===== config.mk =====
export PLATFORM = sky130hd
export DESIGN_NAME = prwc_top
export DESIGN_NICKNAME = d
export VERILOG_FILES = /design/src/prwc_pkg.sv /design/src/prwc_top.sv
export VERILOG_INCLUDE_DIRS = /design/src
export SDC_FILE = /design/constraint.sdc
export NUM_CORES = 1
export LEC_CHECK = 0
export BUFFER_PORTS_ARGS = -buffer_cell sky130_fd_sc_hd__buf_2
export CORE_MARGIN = 2
export CORE_UTILIZATION = 50
export CTS_CLUSTER_SIZE = 30
export DETAILED_ROUTE_END_ITERATION = 7
export GPL_TIMING_DRIVEN = 0
export PLACE_DENSITY = 0.78
export RECOVER_POWER = 50
export SETUP_SLACK_MARGIN = 0.5
export SKIP_CTS_REPAIR_TIMING = 1
export SLEW_MARGIN = 10
export SYNTH_ARGS = -nofsm -noshare
export SYNTH_HDL_FRONTEND = slang
export SYNTH_SLANG_ARGS = --single-unit

===== constraint.sdc =====
create_clock -name clk_sys -period 1.9 [get_ports clk_sys]
set_input_delay 0.095 -clock clk_sys [delete_from_list [all_inputs] [get_ports clk_sys]]
set_output_delay 0.095 -clock clk_sys [all_outputs]
set_load 0.005 [all_outputs]

===== src/prwc_defs.svh =====
`ifndef PRWC_DEFS_SVH
`define PRWC_DEFS_SVH

// ****************************************
// special function register addresses
// ****************************************
`define PRWC_POWER_CONTROL_REG_ADDR      8'h87
`define PRWC_PLL_CONTROL_REG_ADDR    8'hD7
`define PRWC_PARTID_ADDR    8'hC2

// ****************************************
// field positions
// ****************************************
`define PRWC_POWER_CONTROL_REG_PD_BIT    1
`define PRWC_POWER_CONTROL_REG_SERW_BIT  5
`define PRWC_POWER_CONTROL_REG_EXT0W_BIT 6
`define PRWC_PLL_OSCH_BIT   7
`define PRWC_PLL_LOCK_BIT   6
`define PRWC_PLL_CD_LSB     0
`define PRWC_PLL_CD_W       3

// ****************************************
// reset values
// ****************************************
`define PRWC_POWER_CONTROL_REG_RST       8'h00
`define PRWC_PLL_CD_RST     3'h3
`define PRWC_PART_ID        8'h50

// ****************************************
// timing
// ****************************************
`define PRWC_CLK_KHZ        125000
`define PRWC_POR_MS         128
`define PRWC_XTAL_MS        150
`define PRWC_LOCK_MS        1
`define PRWC_POR_CYC        (`PRWC_POR_MS * `PRWC_CLK_KHZ)
`define PRWC_XTAL_CYC       (`PRWC_XTAL_MS * `PRWC_CLK_KHZ)
`define PRWC_LOCK_CYC       (`PRWC_LOCK_MS * `PRWC_CLK_KHZ)
`define PRWC_PLL_MULT       384
`define PRWC_XTAL_HZ        32768

`endif


===== src/prwc_pkg.sv =====
package prwc_pkg;

    // ****************************************
    // sequencer states
    // ****************************************
    typedef enum logic [2:0] {
        PRWC_POR_WAIT,
        PRWC_PLL_LOCK,
        PRWC_RUN,
        PRWC_PDOWN,
        PRWC_XTAL_START
    } prwc_state_t;

    // ****************************************
    // pin states held in power-down
    // ****************************************
    typedef struct packed {
        logic port_hold;
        logic dac_hiz;
        logic ale_low;
        logic prog_store_strobe_low;
    } prwc_pins_t;

    // ****************************************
    // special function register access
    // ****************************************
    typedef struct packed {
        logic [7:0] addr;
        logic       wr;
        logic       rd;
        logic [7:0] wdata;
    } prwc_sfr_req_t;

endpackage : prwc_pkg


===== src/prwc_top.sv =====
`timescale 1ns/1ps
`include "prwc_defs.svh"
module prwc_top
    import prwc_pkg::*;
#(
    parameter int         POR_CYC  = `PRWC_POR_CYC,
    parameter int         XTAL_CYC = `PRWC_XTAL_CYC,
    parameter int         LOCK_CYC = `PRWC_LOCK_CYC,
    parameter int         CNT_W    = 25,
    parameter logic [7:0] PART_ID  = `PRWC_PART_ID
) (
    input  wire logic                     clk_sys,
    input  wire logic                     rst,
    input  wire logic                     supply_above_por,
    input  wire logic                     supply_above_1v,
    input  wire logic                     reset_pin,
    input  wire logic                     ext_irq_zero,
    input  wire logic                     ext_irq_zero_en,
    input  wire logic                     spi_irq,
    input  wire logic                     spi_irq_en,
    input  wire logic                     tic_irq,
    input  wire logic                     tic_en,
    input  wire prwc_sfr_req_t            sfr_req,
    output logic [7:0]                    sfr_rdata_q,
    output logic                          core_rst_q,
    output logic                          core_clk_en_q,
    output logic                          pll_run_q,
    output logic                          osc_run_q,
    output logic                          tic_run_q,
    output logic                          periph_en_q,
    output logic [`PRWC_PLL_CD_W-1:0]     core_clock_divider_q,
    output logic                          wake_irq_q,
    output prwc_pins_t                    pd_pins_q
);

    // ****************************************
    // address decode
    // ****************************************
    function automatic logic sfr_hit(input logic [7:0] a, input logic [7:0] off);
        sfr_hit = (a == off);
    endfunction : sfr_hit

    // ****************************************
    // pin synchronisers
    // ****************************************
    localparam int NSYNC = 4;

    logic [NSYNC-1:0] async_in;
    logic [NSYNC-1:0] s1_q;
    logic [NSYNC-1:0] s2_q;
    logic [NSYNC-1:0] s3_q;
    logic [NSYNC-1:0] filt_q;

    assign async_in = {ext_irq_zero, reset_pin, supply_above_1v, supply_above_por};

    genvar gi;
    generate
        for (gi = 0; gi < NSYNC; gi++) begin : g_sync
            always_ff @(posedge clk_sys or posedge rst) begin
                if (rst) begin
                    s1_q[gi]   <= 1'b0;
                    s2_q[gi]   <= 1'b0;
                    s3_q[gi]   <= 1'b0;
                    filt_q[gi] <= 1'b0;
                end else begin
                    s1_q[gi] <= async_in[gi];
                    s2_q[gi] <= s1_q[gi];
                    s3_q[gi] <= s2_q[gi];
                    if (s2_q[gi] == s3_q[gi]) begin
                        filt_q[gi] <= s3_q[gi];
                    end
                end
            end
        end
    endgenerate

    wire above_por = filt_q[0];
    wire above_1v  = filt_q[1];
    wire pin_rst   = filt_q[2];
    wire ext0_lvl  = filt_q[3];

    // ****************************************
    // state and registers
    // ****************************************
    prwc_state_t              state_q;
    prwc_state_t              state_d;
    logic [CNT_W-1:0]         cnt_q;
    logic [CNT_W-1:0]         cnt_d;
    logic                     pd_q;
    logic                     pd_d;
    logic                     serw_q;
    logic                     ext0w_q;
    logic                     osch_q;
    logic [`PRWC_PLL_CD_W-1:0] cd_q;

    // ****************************************
    // power-on and pin reset
    // ****************************************
    wire supply_off = !above_por || !above_1v;
    wire soft_clr   = supply_off || pin_rst
                    || (state_q == PRWC_POR_WAIT);

    // ****************************************
    // register access
    // ****************************************
    wire wr_power_control_reg = sfr_req.wr && sfr_hit(sfr_req.addr, `PRWC_POWER_CONTROL_REG_ADDR);
    wire wr_pll  = sfr_req.wr && sfr_hit(sfr_req.addr, `PRWC_PLL_CONTROL_REG_ADDR);
    wire rd_power_control_reg = sfr_hit(sfr_req.addr, `PRWC_POWER_CONTROL_REG_ADDR);
    wire rd_pll  = sfr_hit(sfr_req.addr, `PRWC_PLL_CONTROL_REG_ADDR);
    wire rd_id   = sfr_hit(sfr_req.addr, `PRWC_PARTID_ADDR);

    wire locked  = (state_q == PRWC_RUN);

    logic [7:0] power_control_reg_view;
    logic [7:0] pll_view;
    logic [7:0] rdata_d;

    always_comb begin
        power_control_reg_view = 8'h00;
        power_control_reg_view[`PRWC_POWER_CONTROL_REG_PD_BIT]    = pd_q;
        power_control_reg_view[`PRWC_POWER_CONTROL_REG_SERW_BIT]  = serw_q;
        power_control_reg_view[`PRWC_POWER_CONTROL_REG_EXT0W_BIT] = ext0w_q;
        pll_view = 8'h00;
        pll_view[`PRWC_PLL_OSCH_BIT] = osch_q;
        pll_view[`PRWC_PLL_LOCK_BIT] = locked;
        pll_view[`PRWC_PLL_CD_LSB +: `PRWC_PLL_CD_W] = cd_q;
    end

    assign rdata_d = !sfr_req.rd ? 8'h00 :
                     rd_power_control_reg     ? power_control_reg_view :
                     rd_pll      ? pll_view :
                     rd_id       ? PART_ID :
                                   8'h00;

    // ****************************************
    // wake sources
    // ****************************************
    wire wake_tic  = tic_irq && tic_en && !osch_q;
    wire wake_spi  = spi_irq && spi_irq_en && serw_q;
    wire wake_ext0 = ext0_lvl && ext_irq_zero_en && ext0w_q;
    wire in_pdown  = (state_q == PRWC_PDOWN);
    wire wake      = in_pdown && (wake_tic || wake_spi || wake_ext0);

    // ****************************************
    // power-down bit
    // ****************************************
    assign pd_d = soft_clr ? 1'b0 :
                  wake     ? 1'b0 :
                  wr_power_control_reg  ? sfr_req.wdata[`PRWC_POWER_CONTROL_REG_PD_BIT] :
                             pd_q;

    // ****************************************
    // sequencer
    // ****************************************
    wire por_done  = (cnt_q == CNT_W'(POR_CYC - 1));
    wire xtal_done = (cnt_q == CNT_W'(XTAL_CYC - 1));
    wire lock_done = (cnt_q == CNT_W'(LOCK_CYC - 1));
    wire [CNT_W-1:0] cnt_inc = cnt_q + CNT_W'(1);

    always_comb begin
        state_d = state_q;
        cnt_d   = cnt_inc;
        if (supply_off) begin
            state_d = PRWC_POR_WAIT;
            cnt_d   = '0;
        end else if (pin_rst && state_q != PRWC_POR_WAIT) begin
            state_d = PRWC_PLL_LOCK;
            cnt_d   = '0;
        end else begin
            unique case (state_q)
                PRWC_POR_WAIT: begin
                    if (por_done) begin
                        state_d = PRWC_PLL_LOCK;
                        cnt_d   = '0;
                    end
                end
                PRWC_PLL_LOCK: begin
                    if (lock_done) begin
                        state_d = PRWC_RUN;
                        cnt_d   = '0;
                    end
                end
                PRWC_RUN: begin
                    cnt_d = '0;
                    if (pd_q) begin
                        state_d = PRWC_PDOWN;
                    end
                end
                PRWC_PDOWN: begin
                    cnt_d = '0;
                    if (wake) begin
                        state_d = osch_q ? PRWC_XTAL_START
                                         : PRWC_PLL_LOCK;
                    end
                end
                PRWC_XTAL_START: begin
                    if (xtal_done) begin
                        state_d = PRWC_PLL_LOCK;
                        cnt_d   = '0;
                    end
                end
                default: begin
                    state_d = PRWC_POR_WAIT;
                    cnt_d   = '0;
                end
            endcase
        end
    end

    always_ff @(posedge clk_sys or posedge rst) begin
        if (rst) begin
            state_q <= PRWC_POR_WAIT;
            cnt_q   <= '0;
        end else begin
            state_q <= state_d;
            cnt_q   <= cnt_d;
        end
    end

    // ****************************************
    // control registers
    // ****************************************
    always_ff @(posedge clk_sys or posedge rst) begin
        if (rst) begin
            pd_q    <= 1'b0;
            serw_q  <= 1'b0;
            ext0w_q <= 1'b0;
            osch_q  <= 1'b0;
            cd_q    <= `PRWC_PLL_CD_RST;
        end else if (soft_clr) begin
            pd_q    <= 1'b0;
            serw_q  <= 1'b0;
            ext0w_q <= 1'b0;
            osch_q  <= 1'b0;
            cd_q    <= `PRWC_PLL_CD_RST;
        end else begin
            pd_q <= pd_d;
            if (wr_power_control_reg) begin
                serw_q  <= sfr_req.wdata[`PRWC_POWER_CONTROL_REG_SERW_BIT];
                ext0w_q <= sfr_req.wdata[`PRWC_POWER_CONTROL_REG_EXT0W_BIT];
            end
            if (wr_pll) begin
                osch_q <= sfr_req.wdata[`PRWC_PLL_OSCH_BIT];
                cd_q   <= sfr_req.wdata[`PRWC_PLL_CD_LSB +: `PRWC_PLL_CD_W];
            end
        end
    end

    // ****************************************
    // output decode
    // ****************************************
    wire        st_por   = (state_q == PRWC_POR_WAIT);

    // ****************************************
    // next-state view
    // ****************************************
    // core clock enable back on in the same edge that raises the wake pulse; PLL and oscillator stay off while in PRWC_XTAL_START
    wire        nx_por   = (state_d == PRWC_POR_WAIT);
    wire        nx_pdown = (state_d == PRWC_PDOWN);
    wire        nx_xtal  = (state_d == PRWC_XTAL_START);

    logic       rst_d;
    logic       clk_en_d;
    logic       pll_d;
    logic       osc_d;
    logic       tic_d;
    logic       per_d;
    logic       wirq_d;
    prwc_pins_t pins_d;

    assign rst_d    = st_por || supply_off || pin_rst;
    assign clk_en_d = !nx_por && !nx_pdown && !supply_off;
    assign pll_d    = clk_en_d && !nx_xtal;
    assign osc_d    = !supply_off
                      && !((nx_pdown || nx_xtal) && osch_q);
    assign tic_d    = osc_d && tic_en;
    assign per_d    = clk_en_d;
    assign wirq_d   = wake && !soft_clr;

    assign pins_d = '{port_hold:             nx_pdown,
                      dac_hiz:               nx_pdown,
                      ale_low:               nx_pdown,
                      prog_store_strobe_low: nx_pdown};

    always_ff @(posedge clk_sys or posedge rst) begin
        if (rst) begin
            sfr_rdata_q          <= 8'h00;
            core_rst_q           <= 1'b1;
            core_clk_en_q        <= 1'b0;
            pll_run_q            <= 1'b0;
            osc_run_q            <= 1'b0;
            tic_run_q            <= 1'b0;
            periph_en_q          <= 1'b0;
            core_clock_divider_q <= `PRWC_PLL_CD_RST;
            wake_irq_q           <= 1'b0;
            pd_pins_q            <= '0;
        end else begin
            sfr_rdata_q          <= rdata_d;
            core_rst_q           <= rst_d;
            core_clk_en_q        <= clk_en_d;
            pll_run_q            <= pll_d;
            osc_run_q            <= osc_d;
            tic_run_q            <= tic_d;
            periph_en_q          <= per_d;
            core_clock_divider_q <= cd_q;
            wake_irq_q           <= wirq_d;
            pd_pins_q            <= pins_d;
        end
    end

endmodule : prwc_top


* Word-level counts from Yosys, hierarchy flattened
Cells that the tools add are included.
** Word-level totals
- Bits in latches :: 0
- Bits in read-only memories :: 0
- RAM bits :: 0
- Memories :: 0
- Output and inout bits :: 22
- Bits in registers :: 69
- Logic and storage cells :: 119
- Input port bits :: 29
** Cells by class
- Shift-type cells :: 0
- Equality and inequality tests :: 16
- Div/mod/pow operators :: 0
- Reductions and logical operators :: 40
- $lt $le $gt $ge :: 0
- Multiplexer cells :: 30
- $add $sub $neg :: 1
- Bitwise logic cells :: 0
- Multiply operators :: 0
** Operator list (count)
- $mux W25 :: 5
- $pmux W25 S3 :: 1
- $mux W3 :: 10
- $add A25 B1 Y25 const B :: 1
- $eq A25 B17 Y1 const B :: 1
- $eq A25 B24 Y1 const B :: 1
- $eq A25 B25 Y1 const B :: 1
- $eq A8 B8 Y1 const B :: 3
- $mux W8 :: 3
- $logic_and A1 B1 Y1 :: 17
- $pmux W3 S5 :: 1
- $eq A3 B2 Y1 const B :: 3
- $logic_not A1 Y1 :: 9
- $mux W1 :: 9
- $logic_or A1 B1 Y1 :: 8
- $mux W7 :: 1
- $eq A3 B3 Y1 const B :: 2
- $logic_not A3 Y1 :: 2
- $reduce_bool A3 Y1 :: 2
- $eq A1 B1 Y1 :: 4
- $reduce_bool A2 Y1 :: 2
- $eq A3 B1 Y1 const B :: 1

* Logic depth before layout (Yosys ltp)
Gate-level depths: netlist (run 1).
- Word-level depth :: 15
- Depth in mapped cells :: 8
- Gate-level depth less buffers :: 8

* Worst setup path after synthesis (run 1)
No wires, ideal clock.
- Kind :: flip-flop to flip-flop
- Start :: register state_q[0]
- End :: register cnt_q[11]
- Arrival time :: 1.869 ns
- Cell stages (with the launch flop) :: 8
- Required time :: 1.781 ns
- Path buffers :: 2
- Slack :: -0.087 ns
- Library setup time :: 0.119 ns
- Period minus slack after synthesis :: 1.987 ns
- Cells stage by stage :: dfrtp_1 > buf_6 > or4b_4 > nor4_2 > a21oi_1 > o221ai_4 > buf_6 > nor2_1
** On the way
- Word-level cells in the longest chain between the ends :: 4
- Elaborated cells between the ends (all ways) :: 8
- Classes of those cells :: eq/ne: 2; mux: 3; reduce/logical: 3
** Ends and longest elaborated chain
- start: declaration :: line prwc_top.sv:85 : prwc_state_t state_q;
- start signal: assignment :: line prwc_top.sv:215 : state_q <= state_d;
- $eq A3 B3 Y1 (tied with other cells) :: line prwc_top.sv:170 : unique case (state_q)
- $pmux W25 S3 or $logic_and A1 B1 Y1 (tied branches) :: line prwc_top.sv:170, prwc_top.sv:166
- $mux W25 * :: line prwc_top.sv:166 : end else if (pin_rst && state_q != PRWC_POR_WAIT) begin
- $mux W25 * :: line prwc_top.sv:163 : if (supply_off) begin
- via cnt_d[11] :: line prwc_top.sv:88 : logic [CNT_W-1:0] cnt_d;
- end signal: assignment :: line prwc_top.sv:216 : cnt_q <= cnt_d;
- end: declaration :: line prwc_top.sv:87 : logic [CNT_W-1:0] cnt_q;
The timed path passes the listed nets; every way through them passes the cells marked *.
A chain may end at the register's enable or synchronous reset.

* Worst setup path in the final report (run 1)
- Start :: register cnt_q[12]
- End :: register cnt_q[6]
** On the way
- Word-level cells in the longest chain between the ends :: 5
- Elaborated cells between the ends (all ways) :: 9
- Classes of those cells :: eq/ne: 3; mux: 6
** Ends and longest elaborated chain
- $eq A25 B25 Y1 (tied with other cells) :: line prwc_top.sv:156 : wire xtal_done = (cnt_q == CNT_W'(XTAL_CYC - 1));
- $mux W25 (on tied branches) :: line prwc_top.sv:197, prwc_top.sv:172, prwc_top.sv:178
- $pmux W25 S3 * :: line prwc_top.sv:170
- $mux W25 * :: line prwc_top.sv:166
- $mux W25 * :: line prwc_top.sv:163
- via cnt_d[6] :: line prwc_top.sv:88
Marks and branches as above.

==> flow_metrics.env, run 1 <==
export IMPL_h_tree_depth=3
export IMPL_grt_usage=0.199
export IMPL_diodes=0
export IMPL_die_y_um=82.2
export IMPL_synthArstFlopShare=1.00
export IMPL_wl_per_cell_um=13.9
export IMPL_finalWirelength_um=6290
export IMPL_maxCapViolations=0
export IMPL_cp_required_ns=2.12
export IMPL_layout_drive_gt1_share=0.323
export IMPL_worstPathMaxFanout=6
export IMPL_fmax_mhz=472
export IMPL_leakagePower_nw=1.69
export IMPL_via_count=2409
export IMPL_setup_violations_final=26
export IMPL_p_per_area_nw_per_um2=704
export IMPL_grt_max_degree=41
export IMPL_min_period_ns=2.12
export IMPL_ys_types=49
export IMPL_grt_overflow=0
export IMPL_worst_ep_arrival_time_ns=2.34
export IMPL_grt_setup_unrepaired="yes"
export IMPL_grt_pass1_vias=2214
export IMPL_drv_slew=0
export IMPL_area_growth_pct=29.0
export IMPL_timing_final_crit_share=1.11
export IMPL_rows=28
export IMPL_hold_class="input pin to flop"
export IMPL_fin_skew_ns=0.00829
export IMPL_core_area_um2=5920
export IMPL_place_hpwl_um=4160
export IMPL_insertion_delay_ns=0.34
export IMPL_viasPerCell=5.32
export IMPL_cts_clk_slew_worst_paths_ns=0.07
export IMPL_ys_warn_count=0
export IMPL_r2r_end="cnt_q[6]"
export IMPL_start_util=0.516
export IMPL_ff2ff_path_depth=7
export IMPL_syn_avg_cell_area_um2=10.4
export IMPL_crit_type="flop to flop"
export IMPL_drtIter0Drc=126
export IMPL_detail_route_first_pass_iterations=4
export IMPL_failed_checks="negative setup slack"
export IMPL_pin_count=51
export IMPL_final_cell_mix="dfrtp_1 (55), nor2_1 (39), buf_2 (37), nand3_1 (23), nand2_1 (23)"
export IMPL_synth_seq_area_share=0.559
export IMPL_worst_pin_slew_ns=1.28
export IMPL_finalHoldViolations=0
export IMPL_synthFlopType="dfrtp_1"
export IMPL_holdPathEnd="ext0w_q"
export IMPL_hold_start="sfr_req[6]"
export IMPL_grt_first_pass_wirelength_um=10100
export IMPL_gp_congestion=0.871
export IMPL_hold_ws_ns=0.0215
export IMPL_r2r_start="cnt_q[12]"
export IMPL_fill_cells=444
export IMPL_cts_root_buf="clkbuf_8"
export IMPL_die_area_um2=6760
export IMPL_final_common_cell="dfrtp_1"
export IMPL_drtAntennaViolNets=0
export IMPL_drcViolationCount=0
export IMPL_ff2ff_setup_slack_ns=-0.22
export IMPL_outcome="finished, violations left"
export IMPL_cp_start_kind="flop"
export IMPL_cts_made_buffers=9
export IMPL_clockBufferDepth=2
export IMPL_hold_depth=3
export IMPL_fin_ws_ns=-0.218
export IMPL_finalCoreUtilization=0.666
export IMPL_slew_headroom=0.143
export IMPL_ir_drop_mv=0.557
export IMPL_netlist_instances=295
export IMPL_clock_sinks=68
export IMPL_cts_tree="yes"
export IMPL_synth_edf_count=0
export IMPL_syn_area_um2=3060
export IMPL_yosys_register_bits=68
export IMPL_synth_fp_nets=325
export IMPL_die_w_um=82.2
export IMPL_fin_nets=403
export IMPL_end_kind="flop"
export IMPL_antenna_found_initial=0
export IMPL_portBuffers=46
logic make-up after synthesis:
family	share of synthesized area
mux	0.00327
fa+ha+maj	0.0172
buf+inv	0.0421
other cells	0.00123
xor+xnor	0.0659
flops	0.559
simple gates	0.250
compound gates	0.0622
registers in the layout, summed over array words and instances, names as in the netlist, 3 cells and up:
register and count:
cnt_q 25, core_clock_divider_q 3, s2_q 4, s1_q 4, cd_q 3, sfr_rdata_q 7
s3_q 4, state_q 3
how the worst max path moves through the flow:
stage | from | endpoint | slack (ns)
6_report | cnt_q[12] | cnt_q[6] | -0.22
5_1_grt | cnt_q[4] | cnt_q[6] | -0.30
4_1_cts | cnt_q[4] | cnt_q[7] | -0.20
3_5_place_dp | cnt_q[4] | cnt_q[7] | -0.19
3_3_place_gp | cnt_q[19] | cnt_q[10] | -0.17
2_1_floorplan | cnt_q[19] | cnt_q[11] | 0.04
final cells by class:
class / instances / area (um2) / area share
Timing Repair Buffer: 67 / 409 / 0.104
Sequential cell: 68 / 1720 / 0.435
Multi-Input combinational cell: 204 / 1410 / 0.356
Clock buffer: 11 / 131 / 0.0333
Buffer: 11 / 87.6 / 0.0222
Inverter: 12 / 46.3 / 0.0117
Tap cell: 75 / 93.8 / 0.0238
Clock inverter: 5 / 53.8 / 0.0136
layer usage:
layer  track usage  routed length (um)
met1         0.261                2700
met2         0.302                3010
met3        0.0446                 349
met4         0.118                 223
met5             0                   0
Yosys cell counts, types with 5 or more instances:
| library cell | instances | area, um2 |
|---|---|---|
| dfstp_2 | 5 | 131 |
| nand4_1 | 10 | 62.6 |
| and3_1 | 5 | 31.3 |
| a21oi_1 | 9 | 45.0 |
| nand2_1 | 23 | 86.3 |
| nor3_1 | 10 | 50.1 |
| inv_1 | 12 | 45.0 |
| nor2_1 | 43 | 161 |
| buf_4 | 5 | 37.5 |
| dfrtp_1 | 63 | 1580 |
| xor2_1 | 11 | 96.3 |
| xnor2_1 | 12 | 105 |
| nand3_1 | 23 | 115 |
through the flow:
step / area (um2) / TNS, ns / setup slack, ns / power [mW] / cells
after floorplan: 3120 / 0 / 0.0449 / 1.60 / 295
after global placement: 3440 / -3.29 / -0.169 / 1.65 / 416
after detailed placement: 3460 / -3.77 / -0.192 / 1.66 / 417
after CTS: 3640 / -4.08 / -0.200 / 2.78 / 433
after global routing: 3950 / -7.00 / -0.301 / 2.91 / 453
final: 3950 / -4.02 / -0.218 / 2.78 / 453
where the power goes:
| group | internal [mW] | leakage, nW | switching (mW) | total (mW) |
|---|---|---|---|---|
| clock network | 0.602 | 0.0971 | 0.507 | 1.11 |
| registers | 1.48 | 0.877 | 0.0174 | 1.49 |
| logic | 0.0830 | 0.715 | 0.0932 | 0.176 |
| total | 2.16 | 1.69 | 0.618 | 2.78 |
critical path, cell delays in order (launching register included):
cell and delay (ns):
dfrtp_2 0.45, nor4_4 0.33, nand2_1 0.13, nor4_4 0.30, a21oi_2 0.12, o221ai_4 0.33
buf_2 0.26, nor2_1 0.08
(Power assumes the default switching activity.)
==> run 2, diff against run 1 <==
ABC_AREA = 1   (was default)
CORE_UTILIZATION = 51   (was 50)
PLACE_DENSITY = 0.79   (was 0.78)
==> run 2 against run 1 <==
Largest power group unchanged; fmax is 5.7% higher; hold slack worse by 0.043 ns; critical endpoint is now cnt_q[24]; clock-buffer cell count is 1 lower; total power is 14% higher; sequential share of layout area is 4.7 points lower; the flow finishes with violations (negative hold slack, negative setup slack).
==> flow_metrics.env, run 2 <==
export IMPL_failed_checks="negative hold slack, negative setup slack"
export IMPL_synth_area_leaders="dfrtp_1 (49%), nand2_1 (7.8%), inv_1 (6.8%)"
export IMPL_hold_ws_ns=-0.0216
export IMPL_ff2ff_path_depth=11
export IMPL_p_switching_mw=0.718
export IMPL_synth_fp_nets=411
export IMPL_ys_warn_count=0
export IMPL_core_area_um2=6030
export IMPL_top_regs="cnt_q x25, sfr_rdata_q x7"
export IMPL_die_y_um=83.5
export IMPL_synth_edf_count=0
export IMPL_finalInstanceArea_um2=4400
export IMPL_clock_sinks=68
export IMPL_via_count=3001
export IMPL_largest_register_ffs=25
export IMPL_die_area_um2=6970
export IMPL_p_per_area_nw_per_um2=722
export IMPL_rows=28
export IMPL_final_common_cell="dfrtp_1"
export IMPL_place_hpwl_um=4970
export IMPL_crit_type="flop to flop"
export IMPL_detail_route_first_pass_iterations=6
export IMPL_setup_worst_path_start="cnt_q[0]"
export IMPL_timing_final_crit_share=1.05
export IMPL_top_register="cnt_q"
export IMPL_leakagePower_nw=2.19
export IMPL_fill_cells=406
export IMPL_outcome="finished, violations left"
export IMPL_hold_depth=3
export IMPL_die_w_um=83.5
export IMPL_grt_overflow=0
export IMPL_portBuffers=47
export IMPL_synth_seq_area_share=0.530
export IMPL_synth_top_cell_area_share=0.489
export IMPL_slew_headroom=0.135
export IMPL_holdPathEnd="tic_run_q"
export IMPL_worst_pin_slew_ns=1.29
export IMPL_worstPathMaxFanout=4
export IMPL_multi_input_area_um2=1490
export IMPL_cts_tree="yes"
export IMPL_fin_skew_ns=0.00921
export IMPL_finalCoreUtilization=0.730
export IMPL_synth_largest_area_cell="dfrtp_1"
export IMPL_pin_count=51
export IMPL_syn_avg_cell_area_um2=8.46
export IMPL_power_mw=3.18
export IMPL_drtAntennaViolNets=0
export IMPL_end_kind="flop"
export IMPL_syn_area_um2=3220
export IMPL_hold_start="tic_en"
export IMPL_grt_usage=0.202
export IMPL_grt_pass1_vias=2527
export IMPL_ys_types=35
export IMPL_ys_top_cells_by_count="nand2_1 (67), dfrtp_1 (63), inv_1 (58)"
export IMPL_p_sw_frac=0.226
export IMPL_grt_first_pass_wirelength_um=11300
export IMPL_p_int_mw=2.46
export IMPL_final_cell_mix="dfrtp_1 (62), nand2_1 (61), inv_1 (46), buf_2 (45), nor2_1 (39)"
export IMPL_r2r_start="cnt_q[0]"
export IMPL_cts_clk_slew_worst_paths_ns=0.08
export IMPL_drv_slew=0
export IMPL_start_util=0.535
export IMPL_layout_drive_gt1_share=0.374
export IMPL_grt_max_degree=41
export IMPL_drcViolationCount=0
export IMPL_drtIter0Drc=259
export IMPL_finalHoldViolations=4
export IMPL_post_dp_cell_area_um2=3590
export IMPL_p_seq_frac=0.470
export IMPL_synthFlopType="dfrtp_1"
export IMPL_area_growth_pct=36.6
export IMPL_synth_most_common_cell="nand2_1"
export IMPL_hold_class="input pin to flop"
export IMPL_insertion_delay_ns=0.35
export IMPL_fin_nets=506
export IMPL_ir_drop_mv=0.790
export IMPL_antenna_found_initial=0
export IMPL_grt_setup_unrepaired="yes"
export IMPL_cts_root_buf="clkbuf_8"
export IMPL_finalWirelength_um=8010
export IMPL_cts_made_buffers=9
export IMPL_viasPerCell=5.40
export IMPL_netlist_instances=381
export IMPL_fmax_mhz=499
export IMPL_yosys_register_bits=68
export IMPL_gp_congestion=0.871
export IMPL_seq_area_um2=1710
export IMPL_min_period_ns=2.00
export IMPL_r2r_end="cnt_q[24]"
export IMPL_worst_ep_arrival_time_ns=2.25
export IMPL_cp_required_ns=2.14
export IMPL_ff2ff_setup_slack_ns=-0.10
export IMPL_clockBufferDepth=2
export IMPL_synthArstFlopShare=1.00
export IMPL_h_tree_depth=3
export IMPL_cp_start_kind="flop"
export IMPL_maxCapViolations=0
export IMPL_wl_per_cell_um=14.4
export IMPL_power_frac_clock=0.455
export IMPL_setup_violations_final=3
export IMPL_diodes=0
export IMPL_fin_ws_ns=-0.104
export IMPL_pwr_share_comb=0.075
run 2: worst max-delay path, stage by stage (launching register included):
cell     delay (ns)
dfrtp_1        0.38
ha_2           0.23
nand2_4        0.07
nor2_4         0.18
nand3_4        0.12
inv_4          0.08
nand2_2        0.07
nor2_4         0.10
nand4_1        0.18
nor3_2         0.27
xnor2_1        0.18
nor2_2         0.04
run 2: area by class of cell:
class | count | area share
tap | 75 | 0.0213
clock inverter | 6 | 0.0259
sequential | 68 | 0.388
inverter | 63 | 0.0566
multi-input combinational | 243 | 0.339
clock buffer | 10 | 0.0290
timing repair buffer | 84 | 0.127
buffer | 7 | 0.0131
run 2: layer usage:
layer	track usage	share of wire
met4	0.0777	0.030
met2	0.320	0.49
met5	0	0
met3	0.0386	0.055
met1	0.276	0.42
run 2: kinds of logic (layout without fill, tap and decap cells):
| family | Yosys count | after routing | synth area share |
|---|---|---|---|
| and+or+nand+nor | 194 | 194 | 0.285 |
| AOI/OAI and AO/OA | 40 | 40 | 0.0691 |
| xor gates and xnor gates | 3 | 3 | 0.00816 |
| buffers and inverters | 70 | 170 | 0.0905 |
| adders and majority gates | 5 | 5 | 0.0163 |
| DFF | 68 | 68 | 0.530 |
| other | 1 | 1 | 0.00116 |
run 2: power groups by stage:
stage / sequential (mW) / clock (mW) / combinational [mW]
finish: 1.49 / 1.45 / 0.239
global placement: 1.52 / 0 / 0.138
detailed placement: 1.52 / 0 / 0.146
floorplan: 1.52 / 0 / 0.0810
global route: 1.50 / 1.54 / 0.264
CTS: 1.49 / 1.46 / 0.147
run 2: worst max-delay path by stage:
stage / to / cells after the start / slack [ns]
floorplan: cnt_q[16] / 13 / 0.29
global placement: cnt_q[16] / 13 / 0.08
detailed placement: cnt_q[16] / 13 / 0.03
CTS: cnt_q[16] / 13 / 0.02
global route: cnt_q[24] / 11 / -0.18
finish: cnt_q[24] / 11 / -0.10
run 2: through the flow:
step           hold slack [ns]  setup WS, ns  TNS [ns]  instances
3_3_place_gp             0.203        0.0815         0        503
4_1_cts                 -0.160        0.0212         0        520
6_report               -0.0216        -0.104    -0.165        556
3_5_place_dp             0.204        0.0278         0        504
2_1_floorplan            0.126         0.288         0        381
5_1_grt                -0.0226        -0.184     -1.68        556
==> run 3, diff against run 2 <==
CORE_UTILIZATION = 30   (was 51)
CTS_CLUSTER_SIZE = 28   (was 30)
PLACE_DENSITY = 0.52   (was 0.79)
==> run 3 against run 2 <==
The flow finishes with violations (negative hold slack); sequential power about the same; final cell count increased by 10%; critical endpoint unchanged; flip-flop and latch count did not move; highest routed layer unchanged; hold slack gained 0.011 ns; critical path depth stayed put; global-route usage decreased by 7.1 points; worst setup slack improved by 0.15 ns; clock power down 8%; utilization down 31 points; design area down 0.65%.
==> flow_metrics.env, run 3 (synthesis gave the netlist of run 2 again) <==
export IMPL_outcome="finished, violations left"
export IMPL_failed_checks="negative hold slack"
export IMPL_maxCapViolations=0
export IMPL_rows=37
export IMPL_finalWirelength_um=7510
export IMPL_pwr_share_comb=0.066
export IMPL_clockBufferDepth=2
export IMPL_leakagePower_nw=2.15
export IMPL_area_growth_pct=35.7
export IMPL_hold_depth=3
export IMPL_grt_max_degree=36
export IMPL_slew_headroom=0.491
export IMPL_place_inst=565
export IMPL_ff2ff_path_depth=11
export IMPL_r2r_end="cnt_q[24]"
export IMPL_r2r_start="cnt_q[0]"
export IMPL_drtAntennaViolNets=0
export IMPL_gp_congestion=0.889
export IMPL_portBuffers=47
export IMPL_end_kind="flop"
export IMPL_antenna_found_initial=0
export IMPL_die_area_um2=11600
export IMPL_core_area_um2=10400
export IMPL_worst_pin_slew_ns=0.757
export IMPL_ff2ff_setup_slack_ns=0.05
export IMPL_p_sw_frac=0.224
export IMPL_p_per_area_nw_per_um2=691
export IMPL_crit_type="flop to flop"
export IMPL_top_usage_layer="met2"
export IMPL_cts_tree="yes"
export IMPL_slowest_stage="dfrtp_1"
export IMPL_top_register="cnt_q"
export IMPL_cp_start_kind="flop"
export IMPL_drv_slew=0
export IMPL_fin_skew_ns=0.00844
export IMPL_final_cell_mix="dfrtp_1 (61), nand2_1 (60), inv_1 (49), nor2_1 (40), buf_2 (40)"
export IMPL_critPathMaxStageDelay_ns=0.42
export IMPL_fmax_mhz=540
export IMPL_fill_cells=1050
export IMPL_multi_input_area_um2=1440
export IMPL_largest_register_ffs=25
export IMPL_min_period_ns=1.85
export IMPL_grt_usage=0.131
export IMPL_p_int_mw=2.34
export IMPL_hold_start="sfr_req[7]"
export IMPL_hold_ws_ns=-0.0110
export IMPL_grt_first_pass_wirelength_um=11900
export IMPL_finalHoldViolations=1
export IMPL_diodes=0
export IMPL_p_seq_frac=0.495
export IMPL_timing_final_crit_share=0.975
export IMPL_die_w_um=108
export IMPL_hold_class="input pin to flop"
export IMPL_drcViolationCount=0
export IMPL_crit_chain="ha_4 -> nand2_4 -> nor2_4 -> nand3_4 -> inv_4 -> nand2_4 -> nor2_4 -> nand4_1 -> nor3_2 -> xnor2_1 -> nor2_2"
export IMPL_grt_pass1_vias=2526
export IMPL_cts_root_buf="clkbuf_8"
export IMPL_final_common_cell="dfrtp_1"
export IMPL_viasPerCell=4.51
export IMPL_cts_made_buffers=9
export IMPL_worst_ep_arrival_time_ns=2.09
export IMPL_grt_use_met3=0.0200
export IMPL_power_mw=3.02
export IMPL_p_switching_mw=0.675
export IMPL_instances_no_fill=612
export IMPL_pin_count=51
export IMPL_top_regs="cnt_q x25, sfr_rdata_q x7"
export IMPL_grt_overflow=0
export IMPL_setup_violations_final=0
export IMPL_cp_required_ns=2.14
export IMPL_fin_nets=501
export IMPL_place_hpwl_um=5340
export IMPL_power_frac_clock=0.439
export IMPL_die_y_um=108
export IMPL_wl_per_cell_um=12.3
export IMPL_clock_sinks=68
export IMPL_ir_drop_mv=0.409
export IMPL_layout_drive_gt1_share=0.326
export IMPL_h_tree_depth=3
export IMPL_worstPathMaxFanout=4
export IMPL_met2_usage=0.201
export IMPL_grt_use_met1=0.179
export IMPL_detail_route_first_pass_iterations=4
export IMPL_via_count=2763
export IMPL_grt_setup_unrepaired="yes"
export IMPL_start_util=0.311
export IMPL_seq_area_um2=1710
export IMPL_holdPathEnd="osch_q"
export IMPL_cts_clk_slew_worst_paths_ns=0.08
export IMPL_insertion_delay_ns=0.34
export IMPL_drtIter0Drc=118
==> run 3: cell count changes in the layout (fill, tap and decap cells not counted), sizes merged <==
cell	previous run	this run
clkbuf	13	21
dlygate4sd3	8	11
buf	80	66
bufinv	3	2
clkinv	1	3
clkinvlp	4	1
==> run 3: routing by layer <==
layer	vias up	wire, um
met1	1306	3520
met5	-	0
met2	51	3590
met3	12	235
li1	1394	-
met4	0	162
==> run 3: worst max-delay path by stage <==
stage	startpoint	cells after the start	end	slack [ns]
6_report	cnt_q[0]	11	cnt_q[24]	0.05
5_1_grt	cnt_q[0]	16	periph_en_q	-0.09
4_1_cts	cnt_q[0]	13	cnt_q[16]	-0.02
3_5_place_dp	cnt_q[0]	13	cnt_q[16]	0.01
3_3_place_gp	cnt_q[0]	11	cnt_q[24]	0.04
2_1_floorplan	cnt_q[0]	13	cnt_q[16]	0.29
==> run 3: per-stage QoR <==
step / instance area, um2 / utilization / TNS, ns / hold WS [ns] / worst slack [ns]
floorplan: 3240 / - / 0 / 0.126 / 0.288
global placement: 3650 / 0.352 / 0 / 0.204 / 0.0358
detailed placement: 3670 / 0.354 / 0 / 0.204 / 0.0113
CTS: 3890 / 0.375 / -0.0311 / -0.166 / -0.0237
global route: 4370 / 0.422 / -0.719 / 0.0156 / -0.0924
finish: 4370 / 0.422 / 0 / -0.0110 / 0.0469
==> run 3: worst max-delay path, delay by kind of cell (launching register included) <==
family,cells,cell delay (ns)
xor gates and xnor gates,1,0.16
and+or+nand+nor,8,0.89
adders and majority gates,1,0.17
buffers and inverters,1,0.10
DFF,1,0.42
==> run 3: power groups by stage <==
stage / Combinational [mW] / Clock (mW) / Sequential (mW)
detailed placement: 0.152 / 0 / 1.52
floorplan: 0.0810 / 0 / 1.52
CTS: 0.152 / 1.37 / 1.49
global placement: 0.144 / 0 / 1.52
finish: 0.199 / 1.33 / 1.49
global route: 0.222 / 1.42 / 1.50
==> run 3: cell type report <==
cell class / count / area share
Sequential cell: 68 / 0.391
Multi-Input combinational cell: 243 / 0.328
Timing Repair Buffer: 79 / 0.120
Inverter: 63 / 0.0578
Tap cell: 136 / 0.0389
Clock buffer: 12 / 0.0332
Clock inverter: 4 / 0.0169
Buffer: 7 / 0.0132
